[src/logic/sar_pkg.sv]
// Constants and carrier types for the status and adjustment register bank.
// Assumes a two-wire serial engine elsewhere that turns host frames into
// one-cycle byte read and write strobes on core_clk, addressed by register number.
//
// Contract
// 10-bit result split high byte, low two bits.
// Receive status bit 7 shows live unlock.
// Bit 6 latches low lock, restored on read.
// Receive bit 5 live loss, bit 4 latched high.
// Transmit status bit 7 shows live unlock.
// Transmit status bit 5 shows live fault.
// Transmit status bit 4 shows driver disabled.
// Adjust bits 7:5 select loop resistor code.
// Adjust register resets to 40h.
// Registers 20 to 39 reserved.
// Registers 44 to 50 reserved.
// Receive status resets zero, low nibble zero.
// Writes to read-only registers are ignored.
package sar_pkg;

   // Register numbers, also the index carried on the register port.
   localparam logic [5:0] SAR_RSVD_LOW_FIRST = 6'h14;
   localparam logic [5:0] SAR_RSVD_LOW_LAST = 6'h27;
   localparam logic [5:0] SAR_RESULT_HIGH = 6'h28;
   localparam logic [5:0] SAR_RESULT_LOW = 6'h29;
   localparam logic [5:0] SAR_RX_STATUS = 6'h2A;
   localparam logic [5:0] SAR_TX_STATUS = 6'h2B;
   localparam logic [5:0] SAR_RSVD_HIGH_FIRST = 6'h2C;
   localparam logic [5:0] SAR_RSVD_HIGH_LAST = 6'h32;
   localparam logic [5:0] SAR_LOOP_ADJUST = 6'h33;

   // Field positions.
   localparam int SAR_UNLOCK_BIT = 7;
   localparam int SAR_LOCK_LATCH_BIT = 6;
   localparam int SAR_LOSS_BIT = 5;
   localparam int SAR_LOSS_LATCH_BIT = 4;
   localparam int SAR_FAULT_BIT = 5;
   localparam int SAR_DRV_OFF_BIT = 4;
   localparam int SAR_RES_SEL_MSB = 7;
   localparam int SAR_RES_SEL_LSB = 5;

   // Values after reset.
   localparam logic [7:0] SAR_ADJUST_RESET = 8'h40;
   localparam logic [9:0] SAR_RESULT_RESET = 10'h000;
   localparam logic [7:0] SAR_BYTE_ZERO = 8'h00;

   // One register port request; rd and wr are one-cycle strobes.
   typedef struct packed {
      logic rd;
      logic wr;
      logic [5:0] addr;
      logic [7:0] wdata;
   } sar_reg_req_t;

   // Synchronised live flags from the analog monitors.
   typedef struct packed {
      logic rxUnlocked;
      logic rxLoss;
      logic txUnlocked;
      logic txFault;
      logic txDriverOff;
   } sar_live_t;

endpackage : sar_pkg

[src/logic/sar_flag.sv]
// One monitor flag: two-flop synchroniser, live copy and sticky copy.
// Assumes the raw input comes from analog logic with no relation to core_clk.
`timescale 1ns/10ps
module sar_flag
   import sar_pkg::*;
#(
   parameter bit LATCH_HIGH = 1'b1
)
(
   input wire logic core_clk,
   input wire logic reset_n,
   input wire logic rawAsync,
   input wire logic readClear,
   output logic live,
   output logic latched
);

   logic syncFirst;
   logic prevLive;
   logic edgeSeen;

   // Two flops before anything looks at the pin.
   always_ff @(posedge core_clk or negedge reset_n)
   begin
      if (!reset_n)
      begin
         syncFirst <= 1'b0;
         live <= 1'b0;
         prevLive <= 1'b0;
      end
      else
      begin
         syncFirst <= rawAsync;
         live <= syncFirst;
         prevLive <= live;
      end
   end

   assign edgeSeen = LATCH_HIGH ? (live & ~prevLive) : (~live & prevLive);

   // The edge wins over a read in the same cycle so no event is lost.
   // A read reloads the low-type copy from the live level, so it stays low if still low.
   always_ff @(posedge core_clk or negedge reset_n)
   begin
      if (!reset_n)
         latched <= 1'b0;
      else if (edgeSeen)
         latched <= LATCH_HIGH;
      else if (readClear)
         latched <= LATCH_HIGH ? 1'b0 : live;
   end

   a_latch_catch: assert property (@(posedge core_clk) disable iff (!reset_n)
      edgeSeen |=> (latched == LATCH_HIGH))
      else $error("Sticky flag missed its edge.");

   a_latch_holds: assert property (@(posedge core_clk) disable iff (!reset_n)
      (!edgeSeen && !readClear) |=> $stable(latched))
      else $error("Sticky flag changed without edge or read.");

endmodule : sar_flag

[src/logic/sar_regs.sv]
// Status and adjustment register bank: converter result, receive and
// transmit status with sticky flags, and the loop-filter resistor select.
// Assumes a serial engine on core_clk issues one-cycle rd/wr strobes by
// register number and samples readData on the cycle after rd.
`timescale 1ns/10ps
module sar_regs
   import sar_pkg::*;
(
   input wire logic core_clk,
   input wire logic reset_n,
   input wire sar_reg_req_t regReq,
   output logic [7:0] readData,
   output logic regHit,
   input wire logic [9:0] convResult,
   input wire logic convValid,
   input wire logic rxRecoveryUnlockedRaw,
   input wire logic rxSignalLossRaw,
   input wire logic txRecoveryUnlockedRaw,
   input wire logic txFaultFlagRaw,
   input wire logic txDriverOffFlagRaw,
   output logic [2:0] loopResSel
);

   ////////////////////////////////////////////////////////////////////////////
   // Declarations and decode.

   sar_live_t liveFlags;
   logic [9:0] convStore;
   logic [7:0] loopAdjust;
   logic rxLockLatched;
   logic rxLossLatched;
   logic txLockLatched;
   logic rxReadClear;
   logic txReadClear;
   logic [7:0] next_readData;

   // True for register numbers that sit in either reserved range.
   function automatic logic isReserved(input logic [5:0] addr);
      isReserved = ((addr >= SAR_RSVD_LOW_FIRST) && (addr <= SAR_RSVD_LOW_LAST)) ||
                   ((addr >= SAR_RSVD_HIGH_FIRST) && (addr <= SAR_RSVD_HIGH_LAST));
   endfunction : isReserved

   // The bank answers from the first reserved number up to the adjust register.
   assign regHit = (regReq.addr >= SAR_RSVD_LOW_FIRST) && (regReq.addr <= SAR_LOOP_ADJUST);

   // Sticky bits clear only on a read that this bank actually answers.
   assign rxReadClear = regReq.rd && (regReq.addr == SAR_RX_STATUS);
   assign txReadClear = regReq.rd && (regReq.addr == SAR_TX_STATUS);

   ////////////////////////////////////////////////////////////////////////////
   // Monitor flags, each synchronised before use.

   sar_flag #(.LATCH_HIGH(1'b0)) rxLockFlag (
      .core_clk(core_clk),
      .reset_n(reset_n),
      .rawAsync(rxRecoveryUnlockedRaw),
      .readClear(rxReadClear),
      .live(liveFlags.rxUnlocked),
      .latched(rxLockLatched)
   );

   sar_flag #(.LATCH_HIGH(1'b1)) rxLossFlag (
      .core_clk(core_clk),
      .reset_n(reset_n),
      .rawAsync(rxSignalLossRaw),
      .readClear(rxReadClear),
      .live(liveFlags.rxLoss),
      .latched(rxLossLatched)
   );

   sar_flag #(.LATCH_HIGH(1'b0)) txLockFlag (
      .core_clk(core_clk),
      .reset_n(reset_n),
      .rawAsync(txRecoveryUnlockedRaw),
      .readClear(txReadClear),
      .live(liveFlags.txUnlocked),
      .latched(txLockLatched)
   );

   // Fault and driver-off have no sticky copy; the latched outputs are unused.
   sar_flag #(.LATCH_HIGH(1'b1)) txFaultSync (
      .core_clk(core_clk),
      .reset_n(reset_n),
      .rawAsync(txFaultFlagRaw),
      .readClear(1'b0),
      .live(liveFlags.txFault),
      .latched()
   );

   sar_flag #(.LATCH_HIGH(1'b1)) txDriverOffSync (
      .core_clk(core_clk),
      .reset_n(reset_n),
      .rawAsync(txDriverOffFlagRaw),
      .readClear(1'b0),
      .live(liveFlags.txDriverOff),
      .latched()
   );

   ////////////////////////////////////////////////////////////////////////////
   // Converter result capture.

   // Both halves come from one stored word, so a host reading high then low
   // may see halves of two conversions; the store only moves on convValid.
   always_ff @(posedge core_clk or negedge reset_n)
   begin
      if (!reset_n)
         convStore <= SAR_RESULT_RESET;
      else if (convValid)
         convStore <= convResult;
   end

   ////////////////////////////////////////////////////////////////////////////
   // Loop-filter adjust register, the only writable byte here.

   // Writes to any other number, read-only or reserved, are dropped.
   always_ff @(posedge core_clk or negedge reset_n)
   begin
      if (!reset_n)
         loopAdjust <= SAR_ADJUST_RESET;
      else if (regReq.wr && (regReq.addr == SAR_LOOP_ADJUST))
         loopAdjust <= regReq.wdata;
   end

   // Code 0 is the smallest resistor, each step adds the same amount.
   assign loopResSel = loopAdjust[SAR_RES_SEL_MSB:SAR_RES_SEL_LSB];

   ////////////////////////////////////////////////////////////////////////////
   // Read multiplexer.

   // Reserved numbers and anything outside the bank read as zero.
   always_comb
   begin
      next_readData = SAR_BYTE_ZERO;
      if (!isReserved(regReq.addr))
      begin
         unique case (regReq.addr)
            SAR_RESULT_HIGH: next_readData = convStore[9:2];
            SAR_RESULT_LOW: next_readData = {6'h00, convStore[1:0]};
            SAR_RX_STATUS:
            begin
               next_readData[SAR_UNLOCK_BIT] = liveFlags.rxUnlocked;
               next_readData[SAR_LOCK_LATCH_BIT] = rxLockLatched;
               next_readData[SAR_LOSS_BIT] = liveFlags.rxLoss;
               next_readData[SAR_LOSS_LATCH_BIT] = rxLossLatched;
            end
            SAR_TX_STATUS:
            begin
               next_readData[SAR_UNLOCK_BIT] = liveFlags.txUnlocked;
               next_readData[SAR_LOCK_LATCH_BIT] = txLockLatched;
               next_readData[SAR_FAULT_BIT] = liveFlags.txFault;
               next_readData[SAR_DRV_OFF_BIT] = liveFlags.txDriverOff;
            end
            SAR_LOOP_ADJUST: next_readData = loopAdjust;
            default: next_readData = SAR_BYTE_ZERO;
         endcase
      end
   end

   // Read data is registered and holds until the next read strobe.
   always_ff @(posedge core_clk or negedge reset_n)
   begin
      if (!reset_n)
         readData <= SAR_BYTE_ZERO;
      else if (regReq.rd)
         readData <= next_readData;
   end

   ////////////////////////////////////////////////////////////////////////////
   // Checks.

   a_result_high: assert property (@(posedge core_clk) disable iff (!reset_n)
      (regReq.rd && regReq.addr == SAR_RESULT_HIGH) |=> readData == $past(convStore[9:2]))
      else $error("Result high byte read wrong.");

   a_result_low: assert property (@(posedge core_clk) disable iff (!reset_n)
      (regReq.rd && regReq.addr == SAR_RESULT_LOW) |=>
      (readData[7:2] == 6'h00) && (readData[1:0] == $past(convStore[1:0])))
      else $error("Result low byte read wrong.");

   a_rx_live_bits: assert property (@(posedge core_clk) disable iff (!reset_n)
      (regReq.rd && regReq.addr == SAR_RX_STATUS) |=>
      (readData[7] == $past(liveFlags.rxUnlocked)) && (readData[5] == $past(liveFlags.rxLoss)))
      else $error("Receive live flags read wrong.");

   a_rx_low_nibble: assert property (@(posedge core_clk) disable iff (!reset_n)
      (regReq.rd && regReq.addr == SAR_RX_STATUS) |=> readData[3:0] == 4'h0)
      else $error("Receive status low nibble not zero.");

   a_tx_live_bits: assert property (@(posedge core_clk) disable iff (!reset_n)
      (regReq.rd && regReq.addr == SAR_TX_STATUS) |=>
      (readData[7:4] == {$past(liveFlags.txUnlocked), $past(txLockLatched),
                         $past(liveFlags.txFault), $past(liveFlags.txDriverOff)}))
      else $error("Transmit status read wrong.");

   a_reserved_zero: assert property (@(posedge core_clk) disable iff (!reset_n)
      (regReq.rd && isReserved(regReq.addr)) |=> readData == 8'h00)
      else $error("Reserved register read nonzero.");

   a_adjust_reset: assert property (@(posedge core_clk)
      (!reset_n) ##1 (reset_n && !$past(regReq.wr)) |-> loopAdjust == 8'h40)
      else $error("Adjust register reset value wrong.");

   a_res_select: assert property (@(posedge core_clk) disable iff (!reset_n)
      (regReq.wr && regReq.addr == SAR_LOOP_ADJUST) |=> loopResSel == $past(regReq.wdata[7:5]))
      else $error("Resistor select did not follow write.");

   a_ro_write: assert property (@(posedge core_clk) disable iff (!reset_n)
      (regReq.wr && regReq.addr != SAR_LOOP_ADJUST) |=> $stable(loopAdjust))
      else $error("Write to read-only number changed state.");

   // A read with no new rise in the same cycle must leave the sticky loss bit clear.
   a_sticky_clear: assert property (@(posedge core_clk) disable iff (!reset_n)
      (rxReadClear && !$rose(liveFlags.rxLoss)) |=> !rxLossLatched)
      else $error("Loss sticky flag not cleared by read.");

   // A read with no new fall reloads the sticky lock bit from the live level.
   a_lock_reload: assert property (@(posedge core_clk) disable iff (!reset_n)
      (rxReadClear && !$fell(liveFlags.rxUnlocked)) |=>
      (rxLockLatched == $past(liveFlags.rxUnlocked)))
      else $error("Lock sticky flag not restored by read.");

endmodule : sar_regs

[config.mk]
export PLATFORM = sky130hd
export DESIGN_NAME = sar_regs
export DESIGN_NICKNAME = d
export VERILOG_FILES = /design/src/logic/sar_pkg.sv /design/src/logic/sar_flag.sv /design/src/logic/sar_regs.sv
export SDC_FILE = /design/constraint.sdc
export NUM_CORES = 1
export LEC_CHECK = 0
export BUFFER_PORTS_ARGS = -buffer_cell sky130_fd_sc_hd__buf_4
export CAP_MARGIN = 10
export CORE_ASPECT_RATIO = 1.25
export CORE_UTILIZATION = 57
export DETAILED_ROUTE_END_ITERATION = 8
export HOLD_SLACK_MARGIN = 0.1
export PLACE_DENSITY = 0.84
export SETUP_SLACK_MARGIN = 0.3
export SLEW_MARGIN = 15
export SYNTH_ARGS = -nofsm -noshare
export SYNTH_HDL_FRONTEND = slang
export SYNTH_HIERARCHICAL = 1
export SYNTH_SLANG_ARGS = --single-unit
[constraint.sdc]
create_clock -name core_clk -period 3.3 [get_ports core_clk]
set_input_delay 0.165 -clock core_clk [delete_from_list [all_inputs] [get_ports core_clk]]
set_output_delay 0.165 -clock core_clk [all_outputs]
set_load 0.01 [all_outputs]
# Word-level counts from Yosys, hierarchy flattened
# Cells that the tools add are included.
[word_totals]
regBits = 42
inputBits = 34
out_inout_bits = 12
wordCells = 54
[op_classes]
n_lt_le_gt_ge = 5
n_eq_ne = 5
n_mux = 9
bitwise_logic = 6
n_reduce_logical = 10
[op_table]
columns = ["cell", "n"]
rows = [
  ["== test 6 bit, second input constant", 5],
  ["<= comparator 6 bit, second input constant", 3],
  ["case mux 4 bit (4 select lines)", 1],
  ["case mux 4 bit (3 select lines)", 1],
  ["2-to-1 mux 8 bit", 1],
  ["greater-or-equal comparator 6 x 5 -> 1 bit, second input constant", 1],
  ["greater-or-equal comparator 6 bit, second input constant", 1],
  ["logical AND 1 bit", 6],
  ["2-to-1 mux 1 bit", 6],
  ["nonzero test 2 bit", 3],
  ["AND 1 bit", 3],
  ["inverter 1 bit", 3],
  ["logical OR 1 bit", 1],
]

# Logic depth before layout (Yosys ltp)
[depth]
ltp_word = 4
mapped_depth = 6
depth_no_buf = 5

# Hierarchy
# Netlist, hierarchy kept.
[by_module_without_submodules]
columns = ["mod", "instances", "cells_each", "area_per_inst_um2", "seq_area_each_um2"]
rows = [
  ["sar_regs", 1, 117, 1377.6, 651.9],
  ["sar_flag at rxLossFlag ...", 3, 7, 120.1, 100.1],
  ["sar_flag at rxLockFlag ...", 2, 6, 112.6, 100.1],
]

# Worst setup path before layout
# Ideal clock, no wire load.
[synth_timing]
path_type = "in2reg"
startpoint = "input regReq[8] in the netlist's numbering"
endpoint = "register loopAdjust[0]"
setup_time_ps = 125
t_arrival_ps = 1354
required_ps = 3175
path_slack_ps = 1821
path_stages = 6
path_buffers = 2
cell_sequence = "buf_4 nand2_2 nor4_4 and2_4 buf_12 mux2_4"
[synth_between]
elab_chain_len = 2
[synth_rtl]
columns = ["item", "line", "source"]
rows = [
  ["start: declaration", "sar_regs.sv:11", "input wire sar_reg_req_t regReq,"],
  ["== test 6 bit", "sar_regs.sv:120", "else if (regReq.wr && (regReq.addr == SAR_LOOP_ADJUST))"],
  ["logical AND 1 bit", "sar_regs.sv:120", ""],
  ["end signal: assignment", "sar_regs.sv:121", "loopAdjust <= regReq.wdata;"],
  ["end: declaration", "sar_regs.sv:29", "logic [7:0] loopAdjust;"],
]
# Every way passes these cells.
# A chain may end at the register's enable or synchronous reset.

# Final worst setup path
[layout_timing]
startpoint = "input regReq[15] in the netlist's numbering"
endpoint = "register rxLockFlag.latched"
[layout_between]
elab_chain_len = 2
[layout_rtl]
columns = ["item", "line", "source"]
rows = [
  ["logical AND 1 bit", "sar_regs.sv:47", "assign rxReadClear = regReq.rd && (regReq.addr == SAR_RX_STATUS);"],
  ["named net rxReadClear", "sar_regs.sv:33", "logic rxReadClear;"],
  ["nonzero test 2 bit (no source line)", "--", ""],
  ["end signal: assignment", "sar_flag.sv:50", "latched <= LATCH_HIGH ? 1'b0 : live;"],
  ["end: declaration", "sar_flag.sv:15", "output logic latched"],
]
# The timed path passes the listed nets, and every way through them passes these cells.

==> reports/metrics.cfg <==
[outcome]
outcome=completed

[critical_path]
cp_max_fo=11
required_ps=3550
cp.arrival_ps=1870
critPathCaptureType=flop
cp_slowest_cell=dlygate4sd3_1
crit_chain=dlygate4sd3_1, buf_4, inv_1, or2_1, nor3b_1, nor2_1, o22a_1
crit_type=in2reg
critPathLaunchType=primary input
slowest_delay_ps=530

[sta]
grt_setup_unrepaired=false
finalCritPeriodShare=0.489
setup_viol=0
fin_ws_ps=1690
max_freq_mhz=619
drv_slew=0
hold_viol_final=0
tns_ps=0
relSlewSlack=0.659
worst_hold_slack_ps=174
tightest_slew_ps=508
skew_ps=12.3
finalCriticalPeriod_ps=1610

[placed_design]
place_ws_ps=1560
place_congestion=0.860
post_dp_cell_area_um2=2130
io_buffers=45
placed_cells=210
hpwl_um=2680

[global_route]
grt_pass1_wl_um=7390
grt_use_total=0.316
grt_pass1_vias=1433
gr-total-overflow=0
antenna_found_initial=0
grt_max_degree=43

[layout]
final_net_count=240
nFillCells=153
largestRegisters=convStore (10), loopAdjust (8), readData (8)
fin_area_um2=2460
area_growth_pct=35.4
largest-register=convStore
largest_reg_flops=10
layout-drive-gt1-share=0.364
antennaDiodeCount=0
final_cells=242
fin_util=0.821

[die]
die-area_um2=3420
die_y_um=65.2
initial_utilization=0.606
die_x_um=52.5
std_cell_rows=22
design.core.area_um2=3000
io_pins=46

[yosys]
syn-num-nets=173
yosys_warnings=6
synthCells=139
netlist_area_um2=1820
synth.avg_cell_area_um2=13.1

[power]
power_density_nw_per_um2=434
p_clk_frac=0.312
p_leak_nw=1.12
power_mw=1.07
p_int_mw=0.823
combPwrFrac=0.151
p_sw_frac=0.229
ir_drop_uv=506
p_switching_mw=0.245
seqPwrFrac=0.538

[clock_tree]
cts-htree-levels=2
insertion_delay_ps=350
cts_made_buffers=5
clk_path_buf_depth=2
cts_setup_buffers=0
cts_tree=done
root_buffer=clkbuf_4
cts_resized=0
cts_sinks=42
clkSlewWorstSetupHoldPaths_ps=120

[detailed_routing]
topRoutingLayerUsed=met4
drt_iter0_drc=56
dr_wl_met2_um=2430
avgViaCountPerCell=5.76
wl_per_cell_um=18.9
vias=1394
wirelength_um=4570
drcViolationCount=0
drt_first_pass_iters=4
drtAntennaViolNets=0
route.met3.wl_um=251
wl_met1_um=1750

[min_path]
hp-class=in2reg

[run]
cap_violations=0

[cell usage in the layout, fill, tap and decap left out, types with 2 or more instances in the layout]
cell type	n
a21oi_1	8
a22oi_1	2
a2bb2oi_1	4
buf_4	45
clkbuf_4	5
dfrtp_1	41
dlygate4sd3_1	25
inv_1	12
mux2_1	4
mux2_2	10
mux2_4	8
mux2i_1	2
nor2_1	3
nor2b_1	2
nor3_1	3
nor3b_1	5
o22a_1	2
o22ai_1	8
[worst max-delay path, delay by kind of cell]
family	cells	cell delay (ps)
buffers and inverters	3	760
AND/OR/NAND/NOR	3	740
AO/OA/AOI/OAI	1	200
[power groups by stage]
stage	combinational [mW]	clock (mW)	sequential (mW)
after floorplan	0.0767	0	0.573
after global placement	0.126	0	0.581
after detailed placement	0.131	0	0.582
after CTS	0.154	0.338	0.573
after global routing	0.172	0.363	0.578
final	0.161	0.333	0.574
[per-layer routing]
metal / track usage / up-vias
li1: - / 618
met4: 0.132 / 0
met3: 0.0810 / 15
met1: 0.398 / 693
met5: 0 / -
met2: 0.511 / 68
[area by class of cell]
| class | count | area, um2 | area share |
|---|---|---|---|
| clock buffers | 6 | 51.3 | 0.0208 |
| inverters | 12 | 45.0 | 0.0183 |
| repair buffers | 70 | 588 | 0.239 |
| multi-input cells | 75 | 652 | 0.265 |
| clock inverters | 1 | 30.0 | 0.0122 |
| well taps | 36 | 45.0 | 0.0183 |
| flip-flops and latches | 42 | 1050 | 0.427 |
[what timing repair did]
item | 4_1_cts | 5_1_grt
hold buffers | 25 | 0
endpoints found under the setup margin | 0 | 0
endpoints found under the hold margin | 70 | 0
[final timing paths]
path	start	to	slack [ps]	cells past startpoint
setup / recovery	regReq[15]	rxLockFlag/latched	1690	7
hold / removal	convValid	convStore[6]	170	2
setup reg to reg	txLockFlag/live	readData[7]	2000	4
hold reg to reg	rxLockFlag/syncFirst	rxLockFlag/live	360	0
max in group asynchronous	reset_n	loopAdjust[6]	2600	2
min in group asynchronous	reset_n	loopAdjust[2]	340	2
Note: power is estimated with default switching activity, not from simulation.
